<file path="src/pll_lock_map.svh">
// Function
// - sticky loss-of-lock flag sits at status bit 7, set once lock lost
// - sticky flag sets only when a held lock drifts out of tolerance
// - interrupt request from the sticky flag only when its enable is set
// - reset request from the sticky flag only when its enable is set
// - sticky flag clears on reset or on writing 1 while set
// - writing 0 to the sticky bit leaves it unchanged
// - live lock indicator at status bit 6, 1 while locked
// - lock detection runs only while loop enabled by mode or force bit
// - loop output clock gated off until the lock indicator asserts
// - divider or multiplier change clears lock until it is reacquired
// - reference clock loss clears lock until it is reacquired
// - deep stop entry, or stop without stop enable, clears lock
// - after re-enable, output clock stays gated until lock asserts again
`ifndef PLL_LOCK_MAP_SVH
`define PLL_LOCK_MAP_SVH

// register indexes; byte address is four times the index
`define IDX_REF_DIV    6'h00
`define IDX_VCO_MUL    6'h01
`define IDX_CTRL       6'h02
`define IDX_STATUS     6'h06
`define IDX_EVT_STAT   6'h08
`define IDX_EVT_CLR    6'h09
`define IDX_EVT_EN     6'h0a

// field layout
`define FIELD_W        5
`define STAT_STICKY    7
`define STAT_LOCK      6
`define CTRL_W         3
`define CTRL_RST_EN    0
`define CTRL_FORCE_EN  1
`define CTRL_STOP_EN   2
`define EVT_W          2
`define EVT_LOST       0
`define EVT_ACQ        1

// reset values
`define FIELD_RST      5'h00
`define CTRL_RST       3'h0
`define EVT_RST        2'h0
`define DATA_RST       32'h0000_0000

`endif

</file>
<file path="src/pll_lock_pkg.sv">
package pll_lock_pkg;

   // lock tracking states, one-hot
   typedef enum logic [2:0] {
      ST_OFF     = 3'b001,
      ST_LOCKING = 3'b010,
      ST_LOCKED  = 3'b100
   } lock_state_t;

   // kind of stop mode being entered
   typedef enum logic [1:0] {
      STOP_NORMAL = 2'h0,
      STOP_LLS    = 2'h1,
      STOP_VERY_LOW_POWER_STOP   = 2'h2
   } stop_kind_t;

endpackage : pll_lock_pkg

</file>
<file path="src/lock_if.sv">
interface lock_if;
   logic detect_en;
   logic in_band;
   logic force_clear;
   logic locked;
   logic lost_evt;
   logic acq_evt;

   modport tracker (input  detect_en, in_band, force_clear,
                    output locked, lost_evt, acq_evt);
   modport flags   (input  lost_evt, acq_evt);
   modport ctrl    (output detect_en, in_band, force_clear,
                    input  locked);
endinterface : lock_if

</file>
<file path="src/lock_tracker.sv">
`include "pll_lock_map.svh"

module lock_tracker
   import pll_lock_pkg::*;
(
   // clock and reset
   input wire logic pclk,
   input wire logic presetn,
   // lock signals
   lock_if.tracker  lk
);

   lock_state_t state_q;
   lock_state_t state_d;
   logic        lost_q;
   logic        acq_q;
   logic        lost_d;
   logic        acq_d;

   // next state of the lock tracker
   always_comb begin
      state_d = state_q;
      case (state_q)
         ST_OFF: begin
            if (lk.detect_en) state_d = ST_LOCKING;
         end
         ST_LOCKING: begin
            if (!lk.detect_en) state_d = ST_OFF;
            else if (!lk.force_clear && lk.in_band) state_d = ST_LOCKED;
         end
         ST_LOCKED: begin
            if (!lk.detect_en) state_d = ST_OFF;
            else if (lk.force_clear || !lk.in_band) begin
               state_d = ST_LOCKING;
            end
         end
         default: state_d = ST_OFF;
      endcase
   end

   // forced clears and switch-off are not losses, only drift is
   assign lost_d = (state_q == ST_LOCKED) && lk.detect_en &&
                   !lk.force_clear && !lk.in_band;
   assign acq_d  = (state_q == ST_LOCKING) && (state_d == ST_LOCKED);

   // state and event pulses
   always_ff @(posedge pclk or negedge presetn) begin
      if (!presetn) begin
         state_q <= ST_OFF;
         lost_q  <= 1'b0;
         acq_q   <= 1'b0;
      end else begin
         state_q <= state_d;
         lost_q  <= lost_d;
         acq_q   <= acq_d;
      end
   end

   assign lk.locked   = (state_q == ST_LOCKED);
   assign lk.lost_evt = lost_q;
   assign lk.acq_evt  = acq_q;

endmodule : lock_tracker

</file>
<file path="src/event_flags.sv">
`include "pll_lock_map.svh"

module event_flags
   import pll_lock_pkg::*;
(
   // clock and reset
   input  wire logic               pclk,
   input  wire logic               presetn,
   // lock events
   lock_if.flags                   lk,
   // software controls
   input  wire logic               sticky_w1c,
   input  wire logic [`EVT_W-1:0]  evt_clr,
   input  wire logic [`EVT_W-1:0]  evt_en,
   // state
   output logic      [`EVT_W-1:0]  evt_stat,
   output logic                    irq
);

   logic [`EVT_W-1:0] evt_q;
   logic [`EVT_W-1:0] evt_d;
   logic [`EVT_W-1:0] evt_set;
   logic [`EVT_W-1:0] evt_kill;
   logic              irq_q;

   // sticky bit 0 is the loss-of-lock flag itself
   assign evt_set  = {lk.acq_evt, lk.lost_evt};
   assign evt_kill = evt_clr | {1'b0, sticky_w1c};
   // a set in the clearing cycle wins, so no loss goes unseen
   assign evt_d    = evt_set | (evt_q & ~evt_kill);

   // sticky flags and the level interrupt
   always_ff @(posedge pclk or negedge presetn) begin
      if (!presetn) begin
         evt_q <= `EVT_RST;
         irq_q <= 1'b0;
      end else begin
         evt_q <= evt_d;
         irq_q <= |(evt_d & evt_en);
      end
   end

   assign evt_stat = evt_q;
   assign irq      = irq_q;

endmodule : event_flags

</file>
<file path="src/pll_lock_status_monitor.sv">
// Added by the designer: the APB slave port.
`include "pll_lock_map.svh"

module pll_lock_status_monitor
   import pll_lock_pkg::*;
(
   // clock and reset
   input  wire logic        pclk,
   input  wire logic        presetn,
   // apb slave
   input  wire logic        psel,
   input  wire logic        penable,
   input  wire logic        pwrite,
   input  wire logic [7:0]  paddr,
   input  wire logic [31:0] pwdata,
   output logic      [31:0] prdata,
   output logic             pready,
   output logic             pslverr,
   // analogue loop and mode control
   input  wire logic        lock_in_band,
   input  wire logic        mode_loop_enable,
   input  wire logic        ref_clock_lost,
   input  wire logic        stop_entry,
   input  wire stop_kind_t  stop_kind,
   // outputs
   output logic             loop_clock_enable,
   output logic             reset_request,
   output logic             irq
);

   // byte address match for a register index
   function automatic logic reg_hit(input logic [7:0] a,
                                    input logic [5:0] idx);
      reg_hit = (a == {idx, 2'b00});
   endfunction : reg_hit

   logic [`FIELD_W-1:0] ref_div_q;
   logic [`FIELD_W-1:0] vco_mul_q;
   logic [`CTRL_W-1:0]  ctrl_q;
   logic [`EVT_W-1:0]   evt_en_q;
   logic [31:0]         prdata_q;
   logic                pready_q;
   logic                pslverr_q;
   logic                clk_en_q;
   logic                rst_req_q;
   logic [`EVT_W-1:0]   evt_stat;
   logic                irq_w;

   wire hit_ref   = reg_hit(paddr, `IDX_REF_DIV);
   wire hit_vco   = reg_hit(paddr, `IDX_VCO_MUL);
   wire hit_ctrl  = reg_hit(paddr, `IDX_CTRL);
   wire hit_stat  = reg_hit(paddr, `IDX_STATUS);
   wire hit_evts  = reg_hit(paddr, `IDX_EVT_STAT);
   wire hit_evtc  = reg_hit(paddr, `IDX_EVT_CLR);
   wire hit_evte  = reg_hit(paddr, `IDX_EVT_EN);
   wire mapped    = hit_ref | hit_vco | hit_ctrl | hit_stat |
                    hit_evts | hit_evtc | hit_evte;

   // apb phases: answer is zero-wait, write lands at the access edge
   wire setup     = psel & ~penable;
   wire wr        = psel & penable & pready_q & pwrite & mapped;
   wire wr_ref    = wr & hit_ref;
   wire wr_vco    = wr & hit_vco;
   wire wr_ctrl   = wr & hit_ctrl;
   wire wr_stat   = wr & hit_stat;
   wire wr_evtc   = wr & hit_evtc;
   wire wr_evte   = wr & hit_evte;

   lock_if lk ();

   // divider or multiplier change restarts lock acquisition
   wire div_change = (wr_ref && pwdata[`FIELD_W-1:0] != ref_div_q) ||
                     (wr_vco && pwdata[`FIELD_W-1:0] != vco_mul_q);
   // deep stops always drop the loop; normal stop only without stop enable
   wire stop_drop  = stop_entry &&
                     (stop_kind != STOP_NORMAL || !ctrl_q[`CTRL_STOP_EN]);

   assign lk.detect_en   = mode_loop_enable |
                           ctrl_q[`CTRL_FORCE_EN];
   assign lk.in_band     = lock_in_band;
   assign lk.force_clear = div_change | ref_clock_lost |
                           stop_drop;

   // status register image
   wire [7:0] status_img = {evt_stat[`EVT_LOST], lk.locked,
                            6'h00};

   // read data selection
   wire [31:0] rd_data =
      hit_ref  ? {27'h0, ref_div_q} :
      hit_vco  ? {27'h0, vco_mul_q} :
      hit_ctrl ? {29'h0, ctrl_q} :
      hit_stat ? {24'h0, status_img} :
      hit_evts ? {30'h0, evt_stat} :
      hit_evte ? {30'h0, evt_en_q} :
      `DATA_RST;

   lock_tracker u_tracker (
      .pclk    (pclk),
      .presetn (presetn),
      .lk      (lk.tracker)
   );

   event_flags u_flags (
      .pclk       (pclk),
      .presetn    (presetn),
      .lk         (lk.flags),
      .sticky_w1c (wr_stat & pwdata[`STAT_STICKY]),
      .evt_clr    (wr_evtc ? pwdata[`EVT_W-1:0] : `EVT_RST),
      .evt_en     (evt_en_q),
      .evt_stat   (evt_stat),
      .irq        (irq_w)
   );

   // bus response flops
   always_ff @(posedge pclk or negedge presetn) begin
      if (!presetn) begin
         prdata_q  <= `DATA_RST;
         pready_q  <= 1'b0;
         pslverr_q <= 1'b0;
      end else begin
         pready_q  <= setup;
         pslverr_q <= setup & ~mapped;
         if (setup) prdata_q <= rd_data;
      end
   end

   // software registers
   always_ff @(posedge pclk or negedge presetn) begin
      if (!presetn) begin
         ref_div_q <= `FIELD_RST;
         vco_mul_q <= `FIELD_RST;
         ctrl_q    <= `CTRL_RST;
         evt_en_q  <= `EVT_RST;
      end else begin
         if (wr_ref)  ref_div_q <= pwdata[`FIELD_W-1:0];
         if (wr_vco)  vco_mul_q <= pwdata[`FIELD_W-1:0];
         if (wr_ctrl) ctrl_q    <= pwdata[`CTRL_W-1:0];
         if (wr_evte) evt_en_q  <= pwdata[`EVT_W-1:0];
      end
   end

   // output clock gate follows lock, reset request the sticky flag, one flop each
   always_ff @(posedge pclk or negedge presetn) begin
      if (!presetn) begin
         clk_en_q  <= 1'b0;
         rst_req_q <= 1'b0;
      end else begin
         clk_en_q  <= lk.locked;
         rst_req_q <= evt_stat[`EVT_LOST] &
                      ctrl_q[`CTRL_RST_EN];
      end
   end

   assign prdata            = prdata_q;
   assign pready            = pready_q;
   assign pslverr           = pslverr_q;
   assign loop_clock_enable = clk_en_q;
   assign reset_request     = rst_req_q;
   assign irq               = irq_w;

endmodule : pll_lock_status_monitor

</file>
<file path="config.mk">
export PLATFORM = sky130hd
export DESIGN_NAME = pll_lock_status_monitor
export DESIGN_NICKNAME = d
export VERILOG_FILES = /design/src/pll_lock_pkg.sv /design/src/lock_if.sv /design/src/lock_tracker.sv /design/src/event_flags.sv /design/src/pll_lock_status_monitor.sv
export VERILOG_INCLUDE_DIRS = /design/src
export SDC_FILE = /design/constraint.sdc
export NUM_CORES = 1
export LEC_CHECK = 0
export BUFFER_PORTS_ARGS = -buffer_cell sky130_fd_sc_hd__buf_2
export CAP_MARGIN = 20
export CORE_UTILIZATION = 25
export CTS_BUF_LIST = sky130_fd_sc_hd__clkbuf_16
export DETAILED_ROUTE_END_ITERATION = 8
export PLACE_DENSITY = 0.57
export SLEW_MARGIN = 20
export SYNTH_ARGS = -nofsm -noshare
export SYNTH_HDL_FRONTEND = slang
export SYNTH_SLANG_ARGS = --single-unit
</file>
<file path="constraint.sdc">
create_clock -name pclk -period 1.8 [get_ports pclk]
set_clock_uncertainty 0.2 [all_clocks]
set_input_delay 0.09 -clock pclk [delete_from_list [all_inputs] [get_ports pclk]]
set_output_delay 0.09 -clock pclk [all_outputs]
set_load 0.05 [all_outputs]
</file>
After elaboration in Yosys (flattened, before gate mapping):

Index checks and enable logic that the tools add are counted.

* ROM bits: 0
* bits in latches: 0
* input port bits: 51
* memory bits (writable): 0
* memories: 0
* bits in registers: 59
* logic and storage cells: 86
* output and inout bits: 37

* div/mod/pow operators: 0
* bitwise logic cells: 30
* muxes and demuxes: 13
* reduce and logical (&&, ||, !) cells: 17
* equal/unequal tests: 12
* magnitude comparators: 0
* $mul: 0
* shift operators: 0
* add/subtract/negate cells: 0

Operator list (number)
* $mux W8: 4
* $eq A8 B6 Y1 const B: 3
* $mux W3: 5
* $and A1 B1 Y1: 14
* $ne A5 B5 Y1: 2
* $or A1 B1 Y1: 9
* $pmux W3 S3: 1
* $eq A8 B3 Y1 const B: 1
* $eq A8 B4 Y1 const B: 1
* $eq A8 B5 Y1 const B: 1
* $logic_and A1 B1 Y1: 8
* $logic_not A8 Y1: 1
* $eq A3 B3 Y1 const B: 2
* $mux W2: 3
* $and A2 B2 Y2: 2
* $eq A3 B1 Y1 const B: 1
* $eq A3 B2 Y1 const B: 1
* $logic_not A1 Y1: 3
* $logic_or A1 B1 Y1: 3
* $not A1 Y1: 2
* $not A2 Y2: 1
* $or A2 B1 Y2: 1
* $or A2 B2 Y2: 1
* $reduce_bool A2 Y1: 1
* $reduce_or A2 Y1: 1

Longest topological paths before layout:

* word-level depth: 20
* mapped depth: 7
* mapped depth without buffers: 5

Modules after synthesis:

From an unflattened synthesis, not the netlist that was laid out.

* cells, all modules: 182
* area total of the unflattened synthesis: 1921.8 µm²

Modules (own cells, without submodules)
* pll_lock_status_monitor: cells an instance 158, area each 1585.3 µm², seq. area each 650.6 µm², times used 1
* lock_tracker: cells an instance 16, area each 230.2 µm², seq. area each 126.4 µm², times used 1
* event_flags: cells an instance 8, area each 106.4 µm², seq. area each 75.1 µm², times used 1

Worst setup path before layout:

No wires, ideal clock.

* kind: flip-flop to flip-flop
* start: register pready_q (netlist: pready)
* end: register ctrl_q[1]
* period minus slack after synthesis: 2117 ps
* stages on the path, launching flop included: 5
* data arrival time: 1792 ps
* data required time: 1475 ps
* setup time: 125 ps
* path slack: -317 ps
* path buffers: 0
* path through: dfrtp_1 nand4_1 a2111oi_4 nand3b_4 mux2_4

* word-level cells in the longest chain between the ends: 4

RTL lines
* from (decl): RTL line pll_lock_status_monitor.sv:42 `logic pready_q;`
* from (signal assigned): RTL line pll_lock_status_monitor.sv:122 `pready_q <= setup;`
* $and A1 B1 Y1 (3 in series): RTL line pll_lock_status_monitor.sv:61 `wire wr = psel & penable & pready_q & pwrite & mapped;`
* $and A1 B1 Y1: RTL line pll_lock_status_monitor.sv:64 `wire wr_ctrl = wr & hit_ctrl;`
* to (signal assigned): RTL line pll_lock_status_monitor.sv:133 `` ctrl_q <= `CTRL_RST; ``
* to (signal assigned): RTL line pll_lock_status_monitor.sv:138 `` if (wr_ctrl) ctrl_q <= pwdata[`CTRL_W-1:0]; ``
* to (decl): RTL line pll_lock_status_monitor.sv:39 `` logic [`CTRL_W-1:0] ctrl_q; ``

Every way passes these cells.
A chain may end at the register's enable or synchronous reset.

Worst setup path after layout:

* start: register ref_div_q[3]
* end: register u_tracker.state_q[2]

* word-level cells in the longest chain between the ends: 10
* elaborated cells on any way between the ends: 13
* those cells by class: eq/ne (1); mux (5); bitwise (2); reduce/logical (5)

RTL lines
* from (decl): RTL line pll_lock_status_monitor.sv:37 `` logic [`FIELD_W-1:0] ref_div_q; ``
* from (signal assigned): RTL line pll_lock_status_monitor.sv:131 `` ref_div_q <= `FIELD_RST; ``
* from (signal assigned): RTL line pll_lock_status_monitor.sv:136 `` if (wr_ref) ref_div_q <= pwdata[`FIELD_W-1:0]; ``
* $ne A5 B5 Y1 *: RTL line pll_lock_status_monitor.sv:72 `` wire div_change = (wr_ref && pwdata[`FIELD_W-1:0] != ref_div_q) || ``
* $logic_and A1 B1 Y1 *: RTL line pll_lock_status_monitor.sv:72
* $logic_or A1 B1 Y1 *: RTL line pll_lock_status_monitor.sv:72
* $or A1 B1 Y1 * (2 in series): RTL line pll_lock_status_monitor.sv:81 `assign lk.force_clear = div_change | ref_clock_lost |`
* $logic_not A1 Y1: RTL line lock_tracker.sv:29 `else if (!lk.force_clear && lk.in_band) state_d = ST_LOCKED;`
* $logic_and A1 B1 Y1: RTL line lock_tracker.sv:29
* $mux W3: RTL line lock_tracker.sv:29
* $mux W3: RTL line lock_tracker.sv:28 `if (!lk.detect_en) state_d = ST_OFF;`
* $pmux W3 S3 *: RTL line lock_tracker.sv:23 `case (state_q)`
* net u_tracker.state_d[2]: RTL line lock_tracker.sv:14 `lock_state_t state_d;`
* to (signal assigned): RTL line lock_tracker.sv:53 `state_q <= state_d;`
* to (decl): RTL line lock_tracker.sv:13 `lock_state_t state_q;`

Mark *: on every way through the listed nets, which the timed path passes. The rest lies on a longest branch.

==> flow_metrics.tcl <==
set metrics [dict create \
    grt_pass1_wl_um 7400 \
    total_power_uw 1940 \
    ioPinCount 88 \
    path_max_fanout 3 \
    path_class "reg2reg" \
    gp_congestion 0.756 \
    port_buffers 36 \
    status "complete, no violations" \
    final_util 0.339 \
    wl_um 4490 \
    first_global_vias 1477 \
    ys_ff_latch 34 \
    grt_overflow 0 \
    layout-drive-gt1-share 0.354 \
    syn_area_per_cell_um2 10.7 \
    yosysTopAreaCellShare 0.418 \
    crit_path_cell_trace "xnor2_2 -> nand3_1 -> o311ai_4 -> o2111ai_2 -> nor4b_2" \
    ir_drop_v 0.000326 \
    place_inst 329 \
    synth-edff-count 0 \
    synth.area.top_cells "dfrtp_1 42%, buf_4 9.5%, mux2_2 6.3%" \
    crit_slowest_cell "dfrtp_1" \
    rsz0062_at_grt "yes" \
    yosysUniqueCellTypes 49 \
    start_kind "flip-flop" \
    die_y_um 90.9 \
    clk_latency_ns 0.28 \
    antenna_found_initial 0 \
    antenna_left 0 \
    crit_arrival_ns 1.77 \
    core_area_mm2 0.00769 \
    grt_max_degree 20 \
    fin_crit_ns 1.79 \
    drc_errors 0 \
    final_max_slew_viol_count 0 \
    hold_viol 0 \
    place_ws_ns -0.377 \
    busiest_layer "met2" \
    async_reset_ff_frac 1.00 \
    synth_cells 184 \
    dieArea_mm2 0.00826 \
    yosysWarnings 0 \
    netlist_area_mm2 0.00197 \
    diodes 0 \
    die_x_um 90.9 \
    met1_usage 0.150 \
    cts.sinks 34 \
    hold_path.class "in2reg" \
    power_density_mw_per_mm2 743 \
    htreeDepth 2 \
    drt_first_pass_iters 4 \
    cts_tree "built" \
    path_buf_inv 0 \
    worst_pin_slew_ns 0.509 \
    drt_iter0_markers 69 \
    maxCapViolations 0 \
    grtUsageMet3 0.0354 \
    fin_ws_ns 0.0102 \
    hpwl_um 3350 \
    p_leak_uw 0.00124 \
    path_clk_slew_ns 0.05 \
    grtUsageTotal 0.117 \
    finalSetupViolations 0 \
    met2_usage 0.185 \
    synthFlopType "dfrtp_1" \
    setup_tns_ns 0 \
    fillers 786 \
    cts.path.max_buffers 2 \
    layout.nets 296 \
    rows 32 \
    cp.required_ns 1.78 \
    relSlewSlack 0.661 \
    cts_buffers 5 \
    fmax_ghz 0.559 \
    max_stage_delay_ns 0.41 \
    cts-root-buf "clkbuf_16" \
    wl_per_cell_um 12.9 \
    worst_setup_path_end_kind "flip-flop" \
    yosysTopAreaCell "dfrtp_1" \
    start_util 0.257 \
    period_share 0.994 \
    ys_seq_area_frac 0.432 \
    num_vias 1489 \
    cp_top_family "compound AO/OA/AOI/OAI gates" \
    area_growth_pct 32.0 \
    stdcell_count 348 \
    via_per_inst 4.28 \
]
-- cell usage in the layout (no fill, tap or decap), types with 7 or more instances in the layout --
master,n
buf_2,35
buf_4,13
conb_1,25
dfrtp_1,32
dlygate4sd3_1,10
mux2_2,8
nand2_1,15
nor2_1,7
o21ai_0,7
-- flip-flops by register name (all words and copies together), names as in the netlist --
register               cells
u_tracker.lk.lost_evt      1
vco_mul_q                  5
pready                     1
reset_request              1
u_flags.irq                1
u_flags.evt_stat           2
u_tracker.lk.acq_evt       1
ctrl_q                     3
evt_en_q                   2
pslverr                    1
loop_clock_enable          1
prdata                     7
u_tracker.state_q          3
ref_div_q                  5
-- through the flow --
step | instance area, um2 | hold WS (ns)
after floorplan | 2070 | -0.406
after global placement | 2270 | -0.155
after detailed placement | 2270 | -0.159
after CTS | 2540 | 0.0270
after global routing | 2610 | 0.0467
final | 2610 | 0.00227
-- kinds of logic (layout without fill, tap and decap cells) --
family | Yosys count | after routing | synth area share
flip-flops | 34 | 34 | 0.432
AO/OA/AOI/OAI | 30 | 30 | 0.115
buffers and inverters | 37 | 75 | 0.126
XOR/XNOR | 11 | 11 | 0.0488
AND/OR/NAND/NOR | 52 | 52 | 0.166
multiplexers | 19 | 19 | 0.111
other | 1 | 25 | 0.00190
-- synthesized netlist by cell type, types with 4 or more instances --
cell type  number
nand2b_1        4
inv_1           6
xor2_1          4
nand3_1         5
mux2i_1         5
nand2_1        15
dfrtp_1        33
buf_4          25
o21ai_0         7
nor2_1          7
mux2_2         11
a21oi_1         5
xnor2_1         7
-- worst min-delay path: cells and delay by family --
kind | cells | cell delay (ns)
buffers and inverters | 2 | 0.20
AOI/OAI and AO/OA | 1 | 0.11
and+or+nand+nor | 1 | 0.03
-- per-layer routing --
layer  wire length, um  up-vias  share of wire
li1                  -      723              -
met1              2000      697           0.45
met2              2090       62           0.47
met3               338        7          0.075
met4                59        0          0.013
met5                 0        -              0
-- timing repair --
item                                    in CTS  in global routing
hold buffers                                10                  0
hold endpoints to repair                    52                  0
pin swaps                                    1                  5
endpoints found under the setup margin       4                 13
buffers inserted                             0                  1
gates resized for setup                      6                  9
-- final cells by class --
class	count	area, um2	area share
tap	102	128	0.0490
clock inverter	3	11.3	0.00432
inverter	6	22.5	0.00864
sequential	34	853	0.327
clock buffer	5	125	0.0480
multi-input combinational	137	1050	0.403
timing repair buffer	61	415	0.159
-- worst paths after layout --
kind,cells after the start,slack [ns],startpoint,to
min reg2reg,1,0.26,u_tracker.lk.acq_evt$_DFF_PN0_,u_flags.evt_stat[1]$_DFF_PN0_
max in group asynchronous,3,0.89,presetn,prdata[2]$_DFFE_PN0P_
min,4,0.002,paddr[0],pslverr$_DFF_PN0_
max,5,0.01,ref_div_q[3]$_DFFE_PN0P_,u_tracker.state_q[2]$_DFF_PN0_
max reg2reg,5,0.01,ref_div_q[3]$_DFFE_PN0P_,u_tracker.state_q[2]$_DFF_PN0_
min in group asynchronous,2,0.08,presetn,ref_div_q[1]$_DFFE_PN0P_
-- power breakdown --
| part | internal, uW | total [uW] | switching (uW) |
|---|---|---|---|
| clock | 497 | 795 | 298 |
| sequential | 789 | 804 | 14.9 |
| combinational | 95.7 | 337 | 241 |
| total | 1380 | 1940 | 554 |
No activity file was read; power rests on OpenSTA's default activity.
